## src/tldp_pkg.sv

```systemverilog
// Package: constants, register map and carrier types of the lane debug port block
package tldp_pkg;

   localparam int unsigned LANE_COUNT = 2;

   // Loopback codes
   localparam logic [2:0] LB_NONE      = 3'h0;
   localparam logic [2:0] LB_NEAR_PCS  = 3'h1;
   localparam logic [2:0] LB_NEAR_PMA  = 3'h2;
   localparam logic [2:0] LB_FAR_PMA   = 3'h4;
   localparam logic [2:0] LB_FAR_PCS   = 3'h6;

   // Register byte offsets (APB, one word each)
   localparam logic [11:0] REG_LOOPBACK   = 12'h41c;
   localparam logic [11:0] REG_TXSWING    = 12'h508;
   localparam logic [11:0] REG_TXPOL      = 12'h510;
   localparam logic [11:0] REG_RXPOL      = 12'h604;
   localparam logic [11:0] REG_RXLPMEN    = 12'h608;
   localparam logic [11:0] REG_RXEQRST    = 12'h60c;
   localparam logic [11:0] REG_TXPRE      = 12'h418;
   localparam logic [11:0] REG_TXPOST     = 12'h414;
   localparam logic [11:0] REG_RXPD       = 12'h404;
   localparam logic [11:0] REG_TXPD       = 12'h504;
   localparam logic [11:0] REG_MGMT_EN    = 12'h700;
   localparam logic [11:0] REG_LANE_STAT  = 12'h704;

   // Reset values
   localparam logic [31:0] RST_ZERO = 32'h0;

   // Lane status word bit positions
   localparam int unsigned ST_PLL  = 0;
   localparam int unsigned ST_RXD  = 1;
   localparam int unsigned ST_PMAD = 2;
   localparam int unsigned ST_ESE  = 3;
   localparam int unsigned ST_PRBS = 4;
   localparam int unsigned ST_COMMA = 5;
   localparam int unsigned ST_STRIDE = 8;

   // Per-lane control bundle toward a transceiver lane
   typedef struct packed {
      logic [2:0] loopback;
      logic       rx_invert;
      logic       tx_invert;
      logic       eq_reset;
      logic       lpm_select;
      logic [4:0] pre;
      logic [4:0] post;
      logic [3:0] swing;
      logic [1:0] rx_pd;
      logic [1:0] tx_pd;
   } tldp_ctrl_s;

   // Per-lane status bundle from a transceiver lane
   typedef struct packed {
      logic       pll_locked;
      logic       rx_done;
      logic       pma_done;
      logic       eye_err;
      logic       prbs_err;
      logic       comma;
   } tldp_stat_s;

endpackage

```

## src/tldp_lane_debug.sv

```systemverilog
// Top module: per-lane transceiver debug port bundle with APB management option
//
// Notes on behaviour
// - Analog reset-done output is asynchronous passthrough
// - Receive reset-done reported in receive clock domain
// - Buffer status: three bits rx, two tx
// - PLL lock output high when locked
// - Eye-scan trigger high causes trigger event
// - Eye-scan error output follows lane error
// - Loopback codes 000, 001, 010 decoded
// - Loopback codes 100 far PMA, 110 far PCS
// - Management mode replaces the loopback through power-down ports with registers
// - Receive invert flips incoming serial data
// - Transmit invert flips outgoing serial data
// - Equaliser reset resets both equaliser datapaths
// - Select 1 picks low-power equaliser path
// - Force-error injects errors into pattern transmitter
// - Pattern error flag; separate counter clear input
// - Recovery hold freezes the recovery loop
// - Per-byte disparity and invalid-code error flags
// - Comma seen high on valid comma
//
// Chosen here: the placing of the registers and the APB interface to the registers.
`timescale 1ns/1ps

module tldp_lane_debug (
   input  wire logic                               pclk,
   input  wire logic                               presetn,
   // APB slave
   input  wire logic                               psel,
   input  wire logic                               penable,
   input  wire logic                               pwrite,
   input  wire logic [11:0]                        paddr,
   input  wire logic [31:0]                        pwdata,
   output logic      [31:0]                        prdata,
   output logic                                    pready,
   output logic                                    pslverr,
   // User-side debug ports (loopback through power-down selects used only when management mode is off; the rest always)
   input  wire logic [tldp_pkg::LANE_COUNT-1:0]    rx_coding_sublayer_reset,
   input  wire logic [tldp_pkg::LANE_COUNT-1:0]    rx_elastic_buffer_reset,
   input  wire logic [tldp_pkg::LANE_COUNT*3-1:0]  rx_line_rate_select,
   input  wire logic [tldp_pkg::LANE_COUNT-1:0]    eye_scan_trigger,
   input  wire logic [tldp_pkg::LANE_COUNT-1:0]    eye_scan_reset,
   input  wire logic [tldp_pkg::LANE_COUNT*3-1:0]  lane_loopback_select,
   input  wire logic [tldp_pkg::LANE_COUNT-1:0]    rx_invert_data,
   input  wire logic [tldp_pkg::LANE_COUNT-1:0]    tx_invert_data,
   input  wire logic [tldp_pkg::LANE_COUNT-1:0]    rx_equaliser_reset,
   input  wire logic [tldp_pkg::LANE_COUNT-1:0]    rx_low_power_equaliser_select,
   input  wire logic [tldp_pkg::LANE_COUNT*5-1:0]  tx_pre_emphasis_pre,
   input  wire logic [tldp_pkg::LANE_COUNT*5-1:0]  tx_pre_emphasis_post,
   input  wire logic [tldp_pkg::LANE_COUNT*4-1:0]  tx_driver_swing,
   input  wire logic [tldp_pkg::LANE_COUNT*2-1:0]  rx_power_down_select,
   input  wire logic [tldp_pkg::LANE_COUNT*2-1:0]  tx_power_down_select,
   input  wire logic [tldp_pkg::LANE_COUNT-1:0]    tx_pattern_force_error,
   input  wire logic [tldp_pkg::LANE_COUNT-1:0]    tx_output_inhibit,
   input  wire logic [tldp_pkg::LANE_COUNT*4-1:0]  rx_pattern_checker_select,
   input  wire logic [tldp_pkg::LANE_COUNT-1:0]    rx_pattern_error_count_clear,
   input  wire logic [tldp_pkg::LANE_COUNT-1:0]    rx_recovery_loop_hold,
   // User-side status
   output logic      [tldp_pkg::LANE_COUNT-1:0]    rx_analog_reset_done,
   output logic      [tldp_pkg::LANE_COUNT-1:0]    rx_reset_complete,
   output logic      [tldp_pkg::LANE_COUNT*2-1:0]  tx_elastic_buffer_state,
   output logic      [tldp_pkg::LANE_COUNT*3-1:0]  rx_elastic_buffer_state,
   output logic      [tldp_pkg::LANE_COUNT-1:0]    channel_pll_locked,
   output logic      [tldp_pkg::LANE_COUNT-1:0]    eye_scan_error,
   output logic      [tldp_pkg::LANE_COUNT-1:0]    rx_pattern_error,
   output logic      [tldp_pkg::LANE_COUNT*4-1:0]  rx_disparity_error,
   output logic      [tldp_pkg::LANE_COUNT*4-1:0]  rx_invalid_code_error,
   output logic      [tldp_pkg::LANE_COUNT-1:0]    rx_comma_seen,
   // Lane side: controls to the hard lane_count
   output tldp_pkg::tldp_ctrl_s [tldp_pkg::LANE_COUNT-1:0] lane_ctrl,
   output logic      [tldp_pkg::LANE_COUNT-1:0]    lane_pcs_reset,
   output logic      [tldp_pkg::LANE_COUNT-1:0]    lane_buf_reset,
   output logic      [tldp_pkg::LANE_COUNT*3-1:0]  lane_rate,
   output logic      [tldp_pkg::LANE_COUNT-1:0]    lane_eye_trigger,
   output logic      [tldp_pkg::LANE_COUNT-1:0]    lane_eye_reset,
   output logic      [tldp_pkg::LANE_COUNT-1:0]    lane_force_error,
   output logic      [tldp_pkg::LANE_COUNT-1:0]    lane_tx_inhibit,
   output logic      [tldp_pkg::LANE_COUNT*4-1:0]  lane_prbs_select,
   output logic      [tldp_pkg::LANE_COUNT-1:0]    lane_prbs_count_clear,
   output logic      [tldp_pkg::LANE_COUNT-1:0]    lane_cdr_hold,
   output logic      [tldp_pkg::LANE_COUNT-1:0]    lane_near_pcs_loop,
   output logic      [tldp_pkg::LANE_COUNT-1:0]    lane_near_pma_loop,
   output logic      [tldp_pkg::LANE_COUNT-1:0]    lane_far_pma_loop,
   output logic      [tldp_pkg::LANE_COUNT-1:0]    lane_far_pcs_loop,
   // Lane side: status from the hard lane_count
   input  tldp_pkg::tldp_stat_s [tldp_pkg::LANE_COUNT-1:0] lane_stat,
   input  wire logic [tldp_pkg::LANE_COUNT*2-1:0]  lane_tx_buf_state,
   input  wire logic [tldp_pkg::LANE_COUNT*3-1:0]  lane_rx_buf_state,
   input  wire logic [tldp_pkg::LANE_COUNT*4-1:0]  lane_disp_err,
   input  wire logic [tldp_pkg::LANE_COUNT*4-1:0]  lane_code_err
);

   localparam int unsigned L = tldp_pkg::LANE_COUNT;

   // ------------------------------------------------------------
   // Management registers
   // ------------------------------------------------------------
   logic            mgmt_en_q;
   logic [L*3-1:0]  loopback_q;
   logic [L-1:0]    rx_pol_q;
   logic [L-1:0]    tx_pol_q;
   logic [L-1:0]    lpm_q;
   logic [L-1:0]    eq_rst_q;
   logic [L*5-1:0]  pre_q;
   logic [L*5-1:0]  post_q;
   logic [L*4-1:0]  swing_q;
   logic [L*2-1:0]  rxpd_q;
   logic [L*2-1:0]  txpd_q;
   logic [31:0]     prdata_q;
   logic            pslverr_q;

   logic            wr_en;
   logic            rd_en;
   logic            hit;
   logic [L-1:0]    pll_s1, pll_s2, rxd_s1, rxd_s2, pmad_s1, pmad_s2;
   logic [L-1:0]    ese_s1, ese_s2, prbs_s1, prbs_s2, comma_s1, comma_s2;

   assign wr_en = psel & penable & pwrite;
   assign rd_en = psel & penable & ~pwrite;
   assign pready = 1'b1;

   always_comb begin
      unique case (paddr)
         tldp_pkg::REG_LOOPBACK, tldp_pkg::REG_TXSWING, tldp_pkg::REG_TXPOL,
         tldp_pkg::REG_RXPOL, tldp_pkg::REG_RXLPMEN, tldp_pkg::REG_RXEQRST,
         tldp_pkg::REG_TXPRE, tldp_pkg::REG_TXPOST, tldp_pkg::REG_RXPD,
         tldp_pkg::REG_TXPD, tldp_pkg::REG_MGMT_EN, tldp_pkg::REG_LANE_STAT: hit = 1'b1;
         default: hit = 1'b0;
      endcase
   end

   // Register writes; the status word is read only
   always_ff @(posedge pclk or negedge presetn) begin
      if (!presetn) begin
         mgmt_en_q  <= 1'b0;
         loopback_q <= '0;
         rx_pol_q   <= '0;
         tx_pol_q   <= '0;
         lpm_q      <= '0;
         eq_rst_q   <= '0;
         pre_q      <= '0;
         post_q     <= '0;
         swing_q    <= '0;
         rxpd_q     <= '0;
         txpd_q     <= '0;
      end else if (wr_en) begin
         unique case (paddr)
            tldp_pkg::REG_MGMT_EN:  mgmt_en_q  <= pwdata[0];
            tldp_pkg::REG_LOOPBACK: loopback_q <= pwdata[L*3-1:0];
            tldp_pkg::REG_RXPOL:    rx_pol_q   <= pwdata[L-1:0];
            tldp_pkg::REG_TXPOL:    tx_pol_q   <= pwdata[L-1:0];
            tldp_pkg::REG_RXLPMEN:  lpm_q      <= pwdata[L-1:0];
            tldp_pkg::REG_RXEQRST:  eq_rst_q   <= pwdata[L-1:0];
            tldp_pkg::REG_TXPRE:    pre_q      <= pwdata[L*5-1:0];
            tldp_pkg::REG_TXPOST:   post_q     <= pwdata[L*5-1:0];
            tldp_pkg::REG_TXSWING:  swing_q    <= pwdata[L*4-1:0];
            tldp_pkg::REG_RXPD:     rxpd_q     <= pwdata[L*2-1:0];
            tldp_pkg::REG_TXPD:     txpd_q     <= pwdata[L*2-1:0];
            default: ;
         endcase
      end
   end

   // Lane status word: one byte per lane
   logic [31:0] stat_word;
   always_comb begin
      stat_word = tldp_pkg::RST_ZERO;
      for (int i = 0; i < L; i++) begin
         stat_word[i*tldp_pkg::ST_STRIDE + tldp_pkg::ST_PLL]   = pll_s2[i];
         stat_word[i*tldp_pkg::ST_STRIDE + tldp_pkg::ST_RXD]   = rxd_s2[i];
         stat_word[i*tldp_pkg::ST_STRIDE + tldp_pkg::ST_PMAD]  = pmad_s2[i];
         stat_word[i*tldp_pkg::ST_STRIDE + tldp_pkg::ST_ESE]   = ese_s2[i];
         stat_word[i*tldp_pkg::ST_STRIDE + tldp_pkg::ST_PRBS]  = prbs_s2[i];
         stat_word[i*tldp_pkg::ST_STRIDE + tldp_pkg::ST_COMMA] = comma_s2[i];
      end
   end

   // Read data and error flag registered at the end of the setup phase
   always_ff @(posedge pclk or negedge presetn) begin
      if (!presetn) begin
         prdata_q  <= tldp_pkg::RST_ZERO;
         pslverr_q <= 1'b0;
      end else if (psel & ~penable) begin
         pslverr_q <= ~hit;
         prdata_q  <= tldp_pkg::RST_ZERO;
         unique case (paddr)
            tldp_pkg::REG_MGMT_EN:   prdata_q <= {31'h0, mgmt_en_q};
            tldp_pkg::REG_LOOPBACK:  prdata_q[L*3-1:0] <= loopback_q;
            tldp_pkg::REG_RXPOL:     prdata_q[L-1:0]   <= rx_pol_q;
            tldp_pkg::REG_TXPOL:     prdata_q[L-1:0]   <= tx_pol_q;
            tldp_pkg::REG_RXLPMEN:   prdata_q[L-1:0]   <= lpm_q;
            tldp_pkg::REG_RXEQRST:   prdata_q[L-1:0]   <= eq_rst_q;
            tldp_pkg::REG_TXPRE:     prdata_q[L*5-1:0] <= pre_q;
            tldp_pkg::REG_TXPOST:    prdata_q[L*5-1:0] <= post_q;
            tldp_pkg::REG_TXSWING:   prdata_q[L*4-1:0] <= swing_q;
            tldp_pkg::REG_RXPD:      prdata_q[L*2-1:0] <= rxpd_q;
            tldp_pkg::REG_TXPD:      prdata_q[L*2-1:0] <= txpd_q;
            tldp_pkg::REG_LANE_STAT: prdata_q <= stat_word;
            default: ;
         endcase
      end
   end

   assign prdata  = (rd_en) ? prdata_q : tldp_pkg::RST_ZERO;
   assign pslverr = psel & penable & pslverr_q;

   // ------------------------------------------------------------
   // Status synchronisers for the register view
   // ------------------------------------------------------------
   // Asynchronous lane status must not reach the read mux unsynchronised

   always_ff @(posedge pclk or negedge presetn) begin
      if (!presetn) begin
         {pll_s1, pll_s2, rxd_s1, rxd_s2, pmad_s1, pmad_s2} <= '0;
         {ese_s1, ese_s2, prbs_s1, prbs_s2, comma_s1, comma_s2} <= '0;
      end else begin
         for (int i = 0; i < L; i++) begin
            pll_s1[i]   <= lane_stat[i].pll_locked;
            rxd_s1[i]   <= lane_stat[i].rx_done;
            pmad_s1[i]  <= lane_stat[i].pma_done;
            ese_s1[i]   <= lane_stat[i].eye_err;
            prbs_s1[i]  <= lane_stat[i].prbs_err;
            comma_s1[i] <= lane_stat[i].comma;
         end
         pll_s2   <= pll_s1;
         rxd_s2   <= rxd_s1;
         pmad_s2  <= pmad_s1;
         ese_s2   <= ese_s1;
         prbs_s2  <= prbs_s1;
         comma_s2 <= comma_s1;
      end
   end

   // ------------------------------------------------------------
   // Control path toward the lane_count
   // ------------------------------------------------------------
   // Ports and registers are a pure mux: the lane clocks own timing
   always_comb begin
      for (int i = 0; i < L; i++) begin
         if (mgmt_en_q) begin
            lane_ctrl[i].loopback   = loopback_q[i*3 +: 3];
            lane_ctrl[i].rx_invert  = rx_pol_q[i];
            lane_ctrl[i].tx_invert  = tx_pol_q[i];
            lane_ctrl[i].eq_reset   = eq_rst_q[i];
            lane_ctrl[i].lpm_select = lpm_q[i];
            lane_ctrl[i].pre        = pre_q[i*5 +: 5];
            lane_ctrl[i].post       = post_q[i*5 +: 5];
            lane_ctrl[i].swing      = swing_q[i*4 +: 4];
            lane_ctrl[i].rx_pd      = rxpd_q[i*2 +: 2];
            lane_ctrl[i].tx_pd      = txpd_q[i*2 +: 2];
         end else begin
            lane_ctrl[i].loopback   = lane_loopback_select[i*3 +: 3];
            lane_ctrl[i].rx_invert  = rx_invert_data[i];
            lane_ctrl[i].tx_invert  = tx_invert_data[i];
            lane_ctrl[i].eq_reset   = rx_equaliser_reset[i];
            lane_ctrl[i].lpm_select = rx_low_power_equaliser_select[i];
            lane_ctrl[i].pre        = tx_pre_emphasis_pre[i*5 +: 5];
            lane_ctrl[i].post       = tx_pre_emphasis_post[i*5 +: 5];
            lane_ctrl[i].swing      = tx_driver_swing[i*4 +: 4];
            lane_ctrl[i].rx_pd      = rx_power_down_select[i*2 +: 2];
            lane_ctrl[i].tx_pd      = tx_power_down_select[i*2 +: 2];
         end
      end
   end

   // Loopback decode; undefined codes select no loopback at all
   always_comb begin
      for (int i = 0; i < L; i++) begin
         lane_near_pcs_loop[i] = (lane_ctrl[i].loopback == tldp_pkg::LB_NEAR_PCS);
         lane_near_pma_loop[i] = (lane_ctrl[i].loopback == tldp_pkg::LB_NEAR_PMA);
         lane_far_pma_loop[i]  = (lane_ctrl[i].loopback == tldp_pkg::LB_FAR_PMA);
         lane_far_pcs_loop[i]  = (lane_ctrl[i].loopback == tldp_pkg::LB_FAR_PCS);
      end
   end

   assign lane_pcs_reset        = rx_coding_sublayer_reset;
   assign lane_buf_reset        = rx_elastic_buffer_reset;
   assign lane_rate             = rx_line_rate_select;
   assign lane_eye_trigger      = eye_scan_trigger;
   assign lane_eye_reset        = eye_scan_reset;
   assign lane_force_error      = tx_pattern_force_error;
   assign lane_tx_inhibit       = tx_output_inhibit;
   assign lane_prbs_select      = rx_pattern_checker_select;
   assign lane_prbs_count_clear = rx_pattern_error_count_clear;
   assign lane_cdr_hold         = rx_recovery_loop_hold;

   // ------------------------------------------------------------
   // Status path toward user logic
   // ------------------------------------------------------------
   // Lane clock domains own these; passed through without retiming
   always_comb begin
      for (int i = 0; i < L; i++) begin
         rx_analog_reset_done[i] = lane_stat[i].pma_done;
         rx_reset_complete[i]    = lane_stat[i].rx_done;
         channel_pll_locked[i]   = lane_stat[i].pll_locked;
         eye_scan_error[i]       = lane_stat[i].eye_err;
         rx_pattern_error[i]     = lane_stat[i].prbs_err;
         rx_comma_seen[i]        = lane_stat[i].comma;
      end
   end

   assign tx_elastic_buffer_state = lane_tx_buf_state;
   assign rx_elastic_buffer_state = lane_rx_buf_state;
   assign rx_disparity_error      = lane_disp_err;
   assign rx_invalid_code_error   = lane_code_err;

   // ------------------------------------------------------------
   // Checks
   // ------------------------------------------------------------
   mgmt_mux_a: assert property (@(posedge pclk) disable iff (!presetn)
      mgmt_en_q |-> lane_ctrl[0].loopback == loopback_q[2:0])
      else $error("loopback not taken from register in management mode");

   mgmt_write_a: assert property (@(posedge pclk) disable iff (!presetn)
      (wr_en && paddr == tldp_pkg::REG_RXPOL) |=> rx_pol_q == $past(pwdata[L-1:0]))
      else $error("receive invert register write lost");

   far_pcs_a: assert property (@(posedge pclk) disable iff (!presetn)
      lane_far_pcs_loop[0] |-> !lane_near_pcs_loop[0] && !lane_far_pma_loop[0]
         && lane_ctrl[0].loopback == tldp_pkg::LB_FAR_PCS)
      else $error("far-end loopback decode wrong");

   near_pma_a: assert property (@(posedge pclk) disable iff (!presetn)
      (lane_ctrl[0].loopback == tldp_pkg::LB_NEAR_PMA) |-> lane_near_pma_loop[0]
         && !lane_near_pcs_loop[0])
      else $error("near-end loopback decode wrong");

   rx_pol_a: assert property (@(posedge pclk) disable iff (!presetn)
      !mgmt_en_q |-> lane_ctrl[0].rx_invert == rx_invert_data[0])
      else $error("receive invert not passed to lane");

   lpm_sel_a: assert property (@(posedge pclk) disable iff (!presetn)
      !mgmt_en_q |-> lane_ctrl[0].lpm_select == rx_low_power_equaliser_select[0])
      else $error("equaliser select not passed to lane");

   stat_sync_a: assert property (@(posedge pclk) disable iff (!presetn)
      (lane_stat[0].pll_locked [*3]) |-> pll_s2[0])
      else $error("lock status not seen after two stages");

   slverr_a: assert property (@(posedge pclk) disable iff (!presetn)
      (psel && !penable && !hit) ##1 (psel && penable) |-> pslverr)
      else $error("unmapped access not flagged");

   mgmt_en_wr_a: assert property (@(posedge pclk) disable iff (!presetn)
      (wr_en && paddr == tldp_pkg::REG_MGMT_EN) |=> mgmt_en_q == $past(pwdata[0]))
      else $error("management enable write lost");

   user_loop_a: assert property (@(posedge pclk) disable iff (!presetn)
      !mgmt_en_q |-> lane_ctrl[1].loopback == lane_loopback_select[5:3])
      else $error("loopback port not passed to lane");

   no_loop_a: assert property (@(posedge pclk) disable iff (!presetn)
      (lane_ctrl[1].loopback == tldp_pkg::LB_NONE) |-> !lane_near_pcs_loop[1]
         && !lane_near_pma_loop[1] && !lane_far_pma_loop[1] && !lane_far_pcs_loop[1])
      else $error("loopback decoded for code zero");

   far_pma_a: assert property (@(posedge pclk) disable iff (!presetn)
      (lane_ctrl[1].loopback == tldp_pkg::LB_FAR_PMA) |-> lane_far_pma_loop[1]
         && !lane_far_pcs_loop[1])
      else $error("far-end analog loopback decode wrong");

   rd_idle_a: assert property (@(posedge pclk) disable iff (!presetn)
      !rd_en |-> prdata == tldp_pkg::RST_ZERO)
      else $error("read data outside a read access");

   stat_view_a: assert property (@(posedge pclk) disable iff (!presetn)
      (psel && !penable && paddr == tldp_pkg::REG_LANE_STAT)
         |=> prdata_q[tldp_pkg::ST_PMAD] == $past(pmad_s2[0]))
      else $error("analog reset-done missing from status word");

endmodule

```

## config.mk

```make
export PLATFORM = sky130hd
export DESIGN_NAME = tldp_lane_debug
export DESIGN_NICKNAME = d
export VERILOG_FILES = /design/src/tldp_pkg.sv /design/src/tldp_lane_debug.sv
export SDC_FILE = /design/constraint.sdc
export NUM_CORES = 1
export LEC_CHECK = 0
export BUFFER_PORTS_ARGS = -buffer_cell sky130_fd_sc_hd__buf_2
export CORE_MARGIN = 2
export CORE_UTILIZATION = 25
export DETAILED_ROUTE_END_ITERATION = 6
export GPL_ROUTABILITY_DRIVEN = 1
export REMOVE_ABC_BUFFERS = 1
export SETUP_SLACK_MARGIN = 0.05
export SLEW_MARGIN = 20
export SYNTH_ARGS = -nofsm -noshare
export SYNTH_HDL_FRONTEND = slang
export SYNTH_SLANG_ARGS = --single-unit
```

## constraint.sdc

```tcl
create_clock -name pclk -period 2.1 [get_ports pclk]
set_input_delay 0.42 -clock pclk [delete_from_list [all_inputs] [get_ports pclk]]
set_output_delay 0.42 -clock pclk [all_outputs]
set_load 0.05 [all_outputs]
```

==> results.txt, run 1 <==
fin. max-slew vios -> 0
Initial Utilization -> 25.67%
CTS H-tree lvls -> 3
P_leak -> 3.407 nW
Crit Path Max Fanout -> 7
NumNets Final -> 783
Mean Syn Cell Area -> 10.96 um^2
Post-synth EDFFs -> 0
Synth top area share -> 43.08%
critical path launch point type -> flop
Req. time, crit path -> 1.68 ns
IO Count -> 327
clock sinks -> 90
gr ovfl total -> 0
M1 WL -> 7906 um
post-synthesis cell type count -> 46
DIE AREA -> 22080 um^2
Worst path slowest cell -> dfrtp_4
power density over the cells -> 604.0 nW/um^2
area grow syn2layout -> 31.76%
Async S/R FF share, synth -> 100.0%
post-placement cell count -> 868
ys flop type -> dfrtp_1
Gate Count Post-Synth -> 477
antenna violations before repair -> 2
# setup viols final -> 2
fraction of layout cells with a size suffix above 1 -> 57.33%
routed vias -> 3991
Mapped Area -> 5228 um^2
status -> complete, but fails checks
multi-input logic area -> 2370 um^2
Routed met2 length -> 7178 um
vias in the first global route -> 3916
WL final -> 18210 um
CTS tree -> yes
Hold Crit Class -> input pin to flop
GP Congestion -> 0.8413
violations in the final reports -> setup timing
RSZ-0062 raised after global routing -> true
commonest cells in the netlist -> mux2_2, dfrtp_1, buf_4
Final Hold Vio Count -> 0
First-pass DRT Iterations -> 4
max_cap viols -> 0
post-synthesis register bit count -> 90
CP top delay family -> flip-flops
most numerous cell in the Yosys netlist -> mux2_2
Routed WL per cell -> 20.42 um
Root Driver -> clkbuf_16
hpwl dp -> 14510 um
Fill cells -> 2036
port buffer count -> 173
Period Utilization, post-route -> 101.3%
vias per std cell -> 4.474
dpl ws -> -0.1392 ns
FMAX -> 470.2 MHz
Sequential cell area -> 2256 um^2
element type at the critical path end -> primary output
min Tclk post-route -> 2.127 ns
Initial DRC Count -> 259
max layer used -> met5
CTS Buffer Depth -> 2
CP Class -> flop to primary output
clock-pin transition on the worst setup and hold timing paths -> 0.07 ns
Syn. warnings -> 0
delay of the slowest cell on the worst path -> 0.49 ns
fin worst setup slack -> -0.02661 ns
CTS buffer count -> 9
routed wl met3 -> 2753 um
Finished Layout Cells -> 892
CP Data Arrival Time -> 1.71 ns
post-route ant nets -> 0
worst vdd ir -> 0.0003597 V
Die Ht -> 148.6 um
DRC violations left -> 0
Buffers & Inverters on Critical Path -> 2
Total Routing Usage GR -> 16.23%
Clock Latency Late Sink -> 0.33 ns
Yosys top cell by area -> dfrtp_1
Fin Clk Skew -> 0.005803 ns
CP cell instances -> buf_12 > mux2_4 > nor3_4 > buf_6
CORE AREA -> 20360 um^2
first-pass GRT wire length -> 25590 um
die width -> 148.6 um
largest net degree at the start of global routing -> 42
synth top area cells -> dfrtp_1, mux2_2, buf_4
# rows -> 52
sequential area share after synthesis -> 43.08%
[cell type report]
| type | count | area share (%) |
|---|---|---|
| clock inverters | 7 | 1.108 |
| inverters | 6 | 0.3270 |
| well taps | 270 | 4.905 |
| clock buffers | 9 | 3.270 |
| repair buffers | 221 | 23.20 |
| multi-input cells | 288 | 34.41 |
| diodes | 1 | 0.03633 |
| flip-flops and latches | 90 | 32.75 |
[metrics by stage]
step | total power [mW] | instance area, um^2 | util, % | hold WS [ns] | TNS [ns]
after floorplan | 2.182 | 4533 | - | 0.1244 | -22.32
after global placement | 2.489 | 6133 | 30.12 | 0.3254 | -3.803
after detailed placement | 2.494 | 6133 | 30.12 | 0.3256 | -3.440
after CTS | 4.203 | 6807 | 33.42 | 0.1899 | -0.008622
after global routing | 4.341 | 6885 | 33.81 | 0.1837 | -0.3682
final | 4.160 | 6888 | 33.82 | 0.2019 | -0.03202
[path summary, 6_finish.rpt]
kind	from	endpoint	slack (ns)	depth (start not counted)
max in group asynchronous	presetn	swing_q[5]	0.90	3
worst min register to register	pll_s1[0]	pll_s2[0]	0.35	0
worst min-delay path	lane_stat[9]	pmad_s1[1]	0.20	1
worst max register to register	txpd_q[0]	prdata_q[0]	0.63	4
min in group asynchronous	presetn	rxd_s1[0]	0.51	2
worst max-delay path	mgmt_en_q	lane_near_pma_loop[1]	-0.03	4
[per-layer routing]
layer	global-route usage (%)	vias to the layer above
li1	-	1835
met1	21.20	1886
met2	21.34	247
met3	10.86	17
met4	3.762	6
met5	6.591	-
[cells by family (layout without fill, tap and decap cells)]
kind of cell | Yosys count | after routing | synth area share, %
AO/OA/AOI/OAI | 52 | 52 | 7.157
buffers and inverters | 116 | 243 | 14.94
flip-flops | 90 | 90 | 43.08
multiplexers | 107 | 107 | 23.03
other | 2 | 20 | 0.1437
AND/OR/NAND/NOR | 110 | 110 | 11.66
[repair_timing]
action | 4_1_cts | 5_1_grt
gates cloned | 0 | 0
endpoints found under the hold margin | 19 | 0
pin swaps | 0 | 1
hold buffers | 1 | 0
setup buffers | 4 | 2
resized for setup | 97 | 18
endpoints found under the setup margin | 49 | 48
[layout by cell type, fill, tap and decap left out, types with 4 or more instances in the layout]
| master | netlist | layout |
|---|---|---|
| buf_2 | 6 | 118 |
| mux2_2 | 98 | 91 |
| dfrtp_1 | 90 | 89 |
| buf_4 | 88 | 63 |
| nand2_1 | 31 | 31 |
| buf_6 | 1 | 25 |
| nor2_1 | 22 | 21 |
| conb_1 | 2 | 19 |
| and2_1 | 17 | 17 |
| o21ai_0 | 11 | 11 |
| mux2_4 | 2 | 9 |
| clkbuf_16 | 0 | 9 |
| a22oi_1 | 8 | 8 |
| buf_12 | 0 | 8 |
| a22o_1 | 6 | 6 |
| a21oi_1 | 6 | 6 |
| and3_1 | 5 | 5 |
| nand3_1 | 5 | 5 |
| buf_8 | 0 | 5 |
| mux2i_4 | 0 | 4 |
| inv_1 | 6 | 4 |
| nor3_4 | 2 | 4 |
| nor3_1 | 8 | 4 |
| nor2b_1 | 4 | 4 |
| a222oi_1 | 4 | 4 |
[state kept, by name, indices dropped and copies added, names as in the netlist, 4 cells and up]
| signal | count |
|---|---|
| txpd_q | 4 |
| post_q | 10 |
| rxpd_q | 4 |
| prdata_q | 14 |
| pre_q | 10 |
| swing_q | 8 |
| loopback_q | 6 |
[report_power, final]
| group | internal [mW] | total (mW) | switching (mW) |
|---|---|---|---|
| logic | 0.250 | 0.770 | 0.521 |
| registers | 1.76 | 1.76 | 0.00694 |
| clock network | 0.935 | 1.63 | 0.691 |
[worst register-to-register path: cells and delay by family, from the launching register on]
family	cells	cell delay, ns
DFF	1	0.42
AOI/OAI and AO/OA	3	0.77
and+or+nand+nor	1	0.17
(Power assumes the default switching activity.)
==> run 2, diff against run 1 <==
Settings changed: BUFFER_PORTS_ARGS -buffer_cell sky130_fd_sc_hd__buf_2 to -buffer_cell sky130_fd_sc_hd__buf_4.
==> run 2 against run 1 <==
Net effect:
- flip-flop and latch count is the same
- clock skew grew 0.0014 ns
- power shrank 1.4%
- setup slack gained 0.016 ns
- utilization grew 0.94 points
- register-to-register slack is essentially flat
- clock-buffer cell count grew 1
- final cell count shrank 0.56%
- routed wire length grew 2.2%
- highest routed layer unchanged
- the flow still finishes with violations (setup timing)
- maximum frequency grew 0.76%
- sequential power is essentially flat
==> results.txt, run 2 (synthesis results as in run 1) <==
Crit Path Max Fanout -> 6 (-1)
Combinational Power Share -> 20.1% (+1.6 points)
largest net degree at the start of global routing -> 50 (+19%)
clock share of power -> 36.9% (-2.2 points)
Clock Latency Late Sink -> 0.34 ns (about the same)
net switching power -> 1.227 mW (+0.76%)
worst vdd ir -> 0.0003617 V (+0.55%)
crit path capture -> lane_near_pma_loop[1]
worst r2r path cells -> 4 (unchanged)
RR Endpoint -> prdata_q[0]
NumNets Final -> 779 (-0.51%)
Initial DRC Count -> 208 (-20%)
Worst path slowest cell -> dfrtp_4
CP Data Arrival Time -> 1.69 ns (-0.02 ns)
FMAX -> 473.8 MHz (+0.76%)
Period Utilization, post-route -> 100.5% (-0.77 points)
met3 usage in global routing -> 11.13% (+0.28 points)
violations in the final reports -> setup timing
element type at the critical path end -> primary output
Root Driver -> clkbuf_16
CP cell instances -> buf_12 > mux2_4 > nor3_2 > buf_6
Largest register FFs -> 14 (unchanged)
max_cap viols -> 0 (unchanged)
Slew Limit Headroom -> 64.31%
reg2reg start -> txpd_q[0]
Initial Utilization -> 25.67% (unchanged)
min Tclk post-route -> 2.111 ns (-0.01610 ns)
power density over the cells -> 579.4 nW/um^2 (-4.1%)
worst reg2reg setup slack -> 0.62 ns (about the same)
port buffer count -> 173 (unchanged)
routed vias -> 3988 (-0.075%)
RSZ-0062 raised after global routing -> true
vias per std cell -> 4.496 (+0.49%)
CORE AREA -> 20360 um^2 (unchanged)
clock sinks -> 90 (unchanged)
Top Usage Layer GRT -> met1
gr ovfl total -> 0 (unchanged)
die width -> 148.6 um (unchanged)
met2 Usage GRT -> 21.71% (+0.37 points)
CTS tree -> yes
CP Class -> flop to primary output
hpwl dp -> 14810 um (+2.0%)
Largest regs -> prdata_q: 14 flops, post_q: 10 flops, pre_q: 10 flops
internal power -> 2.875 mW (-2.3%)
vias in the first global route -> 3994 (+2.0%)
CTS H-tree lvls -> 3 (unchanged)
P_leak -> 3.430 nW (+0.68%)
Biggest register -> prdata_q
switching share of power -> 29.92% (+0.64 points)
fraction of layout cells with a size suffix above 1 -> 57.21% (-0.11 points)
clock-pin transition on the worst setup and hold timing paths -> 0.07 ns (about the same)
multi-input logic area -> 2349 um^2 (-0.90%)
First-pass DRT Iterations -> 5 (+1)
fin. max-slew vios -> 0 (unchanged)
Flop pwr share -> 43.0% (+0.6 points)
most frequent cells in the layout -> buf_4, mux2_2, dfrtp_1, nand2_1, buf_6
Setup TNS -> -0.01238 ns (+0.01963 ns)
# setup viols final -> 3 (+1)
CTS buffer count -> 9 (unchanged)
DRC violations left -> 0 (unchanged)
Fin Clk Skew -> 0.007229 ns (+0.001427 ns)
commonest non-fill, non-tap cell in the layout -> buf_4
Req. time, crit path -> 1.68 ns (about the same)
Routed WL per cell -> 20.99 um (+2.8%)
antenna violations before repair -> 0 (-2)
critical path launch point type -> flop
delay of the slowest cell on the worst path -> 0.50 ns (about the same)
Die Ht -> 148.6 um (unchanged)
Sequential cell area -> 2256 um^2 (unchanged)
GP Congestion -> 0.8590 (+2.1%)
met1 usage -> 21.73% (+0.53 points)
area grow syn2layout -> 35.42%
dpl ws -> -0.1683 ns (-0.02911 ns)
Hold Crit Class -> input pin to flop
Crit. Startpoint -> mgmt_en_q
# rows -> 52 (unchanged)
Worst Tran Pin Value -> 0.5313 ns
Fill cells -> 2077 (+2.0%)
post-route ant nets -> 0 (unchanged)
Antenna diodes -> 0 (-1)
Final Hold Vio Count -> 0 (unchanged)
Total Routing Usage GR -> 16.58% (+0.35 points)
DIE AREA -> 22080 um^2 (unchanged)
status -> complete, but fails checks
CTS Buffer Depth -> 2 (unchanged)
IO Count -> 327 (unchanged)
WL final -> 18620 um (+2.2%)
fin worst setup slack -> -0.01050 ns (+0.01610 ns)
first-pass GRT wire length -> 26160 um (+2.2%)
## run 2: cell count changes in the layout (fill, tap and decap cells not counted), moves of 2 or more
cell        before  now
inv_2            2    4
clkinvlp_4       1    3
buf_4           63  177
clkinv_2         2    0
buf_2          118    0
inv_1            4    2
mux2_4           9    5
buf_6           25   30
mux2_2          91   95
buf_12           8    5
## run 2: critical path, delay by kind of cell (launching register included)
| family | cells | cell delay (ns) |
|---|---|---|
| buf+inv | 2 | 0.34 |
| mux | 1 | 0.36 |
| flops | 1 | 0.50 |
| simple gates | 1 | 0.14 |
## run 2: worst min path at each step
stage	start	endpoint	slack, ns	depth (start not counted)
after global placement	presetn	rxd_s1[0]	0.28	1
after detailed placement	presetn	rxd_s1[0]	0.28	1
final	lane_stat[5]	pll_s1[0]	0.19	1
after global routing	lane_stat[10]	rxd_s1[1]	0.18	1
after floorplan	presetn	comma_s1[0]	0.12	0
after CTS	lane_stat[5]	pll_s1[0]	0.18	1
## run 2: area by class of cell
| type | instances | share of cell area [%] |
|---|---|---|
| multi-input combinational | 288 | 33.17 |
| sequential | 90 | 31.87 |
| timing repair buffer | 217 | 25.95 |
| tap | 270 | 4.772 |
| clock buffer | 10 | 3.234 |
| clock inverter | 6 | 0.6893 |
| inverter | 6 | 0.3181 |
## run 2: stage by stage
stage	area (um^2)	hold WS (ns)	instances	power, mW	utilization (%)
5_1_grt	7079	0.1768	887	4.264	34.76
6_report	7079	0.1900	887	4.102	34.76
3_5_place_dp	6469	0.2790	865	2.581	31.76
2_1_floorplan	4533	0.1244	384	2.182	-
3_3_place_gp	6469	0.2770	865	2.577	31.76
4_1_cts	6979	0.1825	886	4.128	34.27
## run 2: routing by layer
| metal | vias up | share of wire, % |
|---|---|---|
| met3 | 22 | 15 |
| li1 | 1824 | - |
| met1 | 1897 | 44 |
| met4 | 4 | 1.4 |
| met5 | - | 0.76 |
| met2 | 241 | 39 |
## run 2: power by group through the flow
stage	Combinational, mW	Sequential [mW]	Clock [mW]
finish	0.826	1.76	1.51
CTS	0.810	1.76	1.55
floorplan	0.386	1.80	0
global placement	0.780	1.80	0
global route	0.871	1.77	1.63
detailed placement	0.783	1.80	0
## run 2: repair_timing
action | in CTS | in global routing
buffers inserted | 4 | 1
gates resized for setup | 44 | 25
hold buffers | 1 | 0
cloned | 0 | 0
endpoints found under the hold margin | 10 | 0
setup endpoints to repair | 51 | 50
==> run 3, diff against run 2 <==
Settings changed: ABC_AREA set to 1.
==> run 3 against run 2 <==
Net effect:
- the run still ends with setup timing left
- via count grew 26%
- final cell count grew 28%
- non-clock buffer count shrank 11
- largest power group unchanged
- die area grew 3.5%
- synthesized area grew 3.6%
- combinational power grew 1%
- power grew 5.0%
- maximum frequency shrank 1.3%
==> results.txt, run 3 <==
status -> complete, but fails checks
violations in the final reports -> setup timing
crit path capture -> lane_far_pma_loop[0]
Routed WL per cell -> 18.39 um (-12%)
Worst path slowest cell -> dfrtp_2
first-pass GRT wire length -> 29090 um (+11%)
Async S/R FF share, synth -> 100.0% (unchanged)
Synth top area share -> 41.60% (-1.5 points)
Mapped Area -> 5414 um^2 (+3.6%)
port buffer count -> 173 (unchanged)
Post-synth EDFFs -> 0 (unchanged)
# rows -> 53 (+1.9%)
IO Count -> 327 (unchanged)
commonest cells in the netlist -> nand2_1, dfrtp_1, buf_4
Clock Latency Late Sink -> 0.35 ns (about the same)
vias per std cell -> 4.425 (-1.6%)
switching share of power -> 30.71% (+0.79 points)
clock share of power -> 39.4% (+2.5 points)
Req. time, crit path -> 1.68 ns (about the same)
total power draw -> 4.308 mW (+5.0%)
DRC violations left -> 0 (unchanged)
fin util -> 34.33% (-0.43 points)
CTS buffer count -> 9 (unchanged)
Crit Path Max Fanout -> 6 (unchanged)
routed vias -> 5005 (+26%)
hpwl dp -> 15960 um (+7.8%)
area grow syn2layout -> 34.16%
post-synthesis cell type count -> 31 (-33%)
commonest non-fill, non-tap cell in the layout -> nand2_1
worst vdd ir -> 0.0003880 V (+7.3%)
NumNets Final -> 1018 (+31%)
vias in the first global route -> 4615 (+16%)
delay of the slowest cell on the worst path -> 0.54 ns (+0.04 ns)
antenna violations before repair -> 1 (+1)
element type at the critical path end -> primary output
clock sinks -> 90 (unchanged)
CP Data Arrival Time -> 1.72 ns (+0.03 ns)
most numerous cell in the Yosys netlist -> nand2_1
RSZ-0062 raised after global routing -> true
CTS H-tree lvls -> 3 (unchanged)
Mean Syn Cell Area -> 7.468 um^2 (-32%)
Gate Count Post-Synth -> 725 (+52%)
Initial Utilization -> 25.59% (-0.077 points)
most frequent cells in the layout -> nand2_1, buf_4, dfrtp_1, inv_1, nor2_1
die width -> 151.2 um (+1.7%)
Antenna diodes -> 0 (unchanged)
Biggest register -> prdata_q
DIE AREA -> 22850 um^2 (+3.5%)
fin worst setup slack -> -0.03825 ns (-0.02775 ns)
CP top delay family -> flip-flops
Syn. warnings -> 0 (unchanged)
worst reg2reg setup slack -> 0.77 ns (+0.15 ns)
# setup viols final -> 4 (+1)
WP depth -> 6 (+2)
Fin Clk Skew -> 0.005349 ns (-0.001881 ns)
min Tclk post-route -> 2.138 ns (+0.02775 ns)
Crit. Startpoint -> mgmt_en_q
Combinational Power Share -> 19.4% (-0.7 points)
Buffers & Inverters on Critical Path -> 3 (+1)
Largest regs -> prdata_q: 14 flops, post_q: 10 flops, pre_q: 10 flops
fin. max-slew vios -> 0 (unchanged)
largest net degree at the start of global routing -> 40 (-20%)
Period Utilization, post-route -> 101.8% (+1.3 points)
Largest register FFs -> 14 (unchanged)
CTS Buffer Depth -> 2 (unchanged)
FMAX -> 467.7 MHz (-1.3%)
CTS Hold Buffers Added -> 0 (-1)
CP Class -> flop to primary output
internal power -> 2.985 mW (+3.8%)
RR Endpoint -> prdata_q[0]
Initial DRC Count -> 353 (+70%)
Die Ht -> 151.2 um (+1.7%)
worst r2r path cells -> 7 (+3)
dpl ws -> 0.1268 ns (+0.2952 ns)
Root Driver -> clkbuf_16
sequential area share after synthesis -> 41.60% (-1.5 points)
clock-pin transition on the worst setup and hold timing paths -> 0.07 ns (about the same)
CP cell instances -> inv_4 > or2_4 > o21ai_4 > inv_2 > nor3_2 > buf_6
GP Congestion -> 0.8318 (-3.2%)
net switching power -> 1.323 mW (+7.8%)
Fill cells -> 2254 (+8.5%)
Hold Crit Class -> input pin to asynchronous set/reset pin
power density over the cells -> 593.1 nW/um^2 (+2.4%)
WL final -> 20800 um (+12%)
hold_ws -> 0.02062 ns (-0.1694 ns)
gr ovfl total -> 0 (unchanged)
ys flop type -> dfrtp_1
Flop pwr share -> 41.2% (-1.8 points)
fraction of layout cells with a size suffix above 1 -> 33.88% (-23 points)
post-route ant nets -> 0 (unchanged)
CTS tree -> yes
First-pass DRT Iterations -> 5 (unchanged)
Total Routing Usage GR -> 17.79% (+1.2 points)
Yosys top cell by area -> dfrtp_1
CORE AREA -> 21150 um^2 (+3.9%)
max_cap viols -> 0 (unchanged)
reg2reg start -> mgmt_en_q
post-placement cell count -> 1098 (+27%)
critical path launch point type -> flop
P_leak -> 3.685 nW (+7.4%)
Finished Layout Cells -> 1131 (+28%)
Final Hold Vio Count -> 0 (unchanged)
synth top area cells -> dfrtp_1, nand2_1, buf_4
post-synthesis register bit count -> 90 (unchanged)
==> run 3: cell types whose count changed in the layout (fill, tap and decap cells not counted), moves of 8 or more <==
cell | before | now
nand2_1 | 30 | 224
mux2_2 | 95 | 0
inv_1 | 2 | 60
nand3_1 | 5 | 43
o21ai_1 | 0 | 34
o21ai_0 | 11 | 38
nor2_1 | 22 | 46
and2_1 | 17 | 1
o21ai_2 | 0 | 11
nand2_2 | 1 | 10
a22oi_1 | 8 | 0
nor2_2 | 0 | 8
==> run 3: repair_timing <==
item / in CTS / in global routing
setup buffers: 6 / 9
gates cloned: 1 / 2
gates resized for setup: 35 / 55
pin swaps: 5 / 9
setup endpoints to repair: 49 / 35
==> run 3: power groups by stage <==
stage	clock network [mW]	logic [mW]	registers, mW
after floorplan	0	0.411	1.80
after global placement	0	0.785	1.81
after detailed placement	0	0.790	1.81
after CTS	1.74	0.809	1.77
after global routing	1.80	0.892	1.78
final	1.70	0.837	1.77
==> run 3: through the flow <==
stage / area, um^2 / TNS [ns]
3_3_place_gp: 6515 / 0
5_1_grt: 7263 / -0.5215
2_1_floorplan: 4705 / -31.51
4_1_cts: 7012 / -0.0001134
6_report: 7263 / -0.1087
3_5_place_dp: 6515 / 0
==> run 3: final cells by class <==
type,instances,area [um^2],share of cell area [%]
clock inverter,7,83.83,1.154
clock buffer,9,225.2,3.101
timing repair buffer,206,1735,23.89
sequential,90,2253,31.02
inverter,67,265.3,3.652
tap,275,344.1,4.737
multi-input combinational,476,2350,32.35
timing repair inverter,1,6.256,0.08613
==> run 3: metal layers <==
layer | track usage [%] | routed length [um] | share of wire, % | vias up
li1 | - | - | - | 2423
met1 | 23.51 | 9069 | 44 | 2263
met2 | 22.82 | 8176 | 39 | 294
met3 | 13.10 | 3244 | 16 | 17
met4 | 2.664 | 102 | 0.49 | 8
met5 | 7.500 | 204 | 0.98 | -
==> run 3: how the worst min path moves through the flow <==
stage                      from     endpoint  slack [ns]  cells past startpoint
floorplan               presetn  comma_s1[0]        0.12                      0
global placement      rxd_s1[1]    rxd_s2[1]        0.33                      0
detailed placement  comma_s1[1]  comma_s2[1]        0.33                      0
CTS                     presetn    post_q[6]        0.03                      1
global route            presetn    post_q[7]        0.05                      1
finish                  presetn    post_q[6]        0.02                      1
==> run 3: logic make-up (layout without fill, tap and decap cells) <==
family          Yosys count  in the layout  share of synthesized area [%]
compound gates           96             96                          9.614
buf+inv                 176            290                          18.95
flops                    90             90                          41.60
other cells               2             19                         0.1387
simple gates            361            361                          29.70
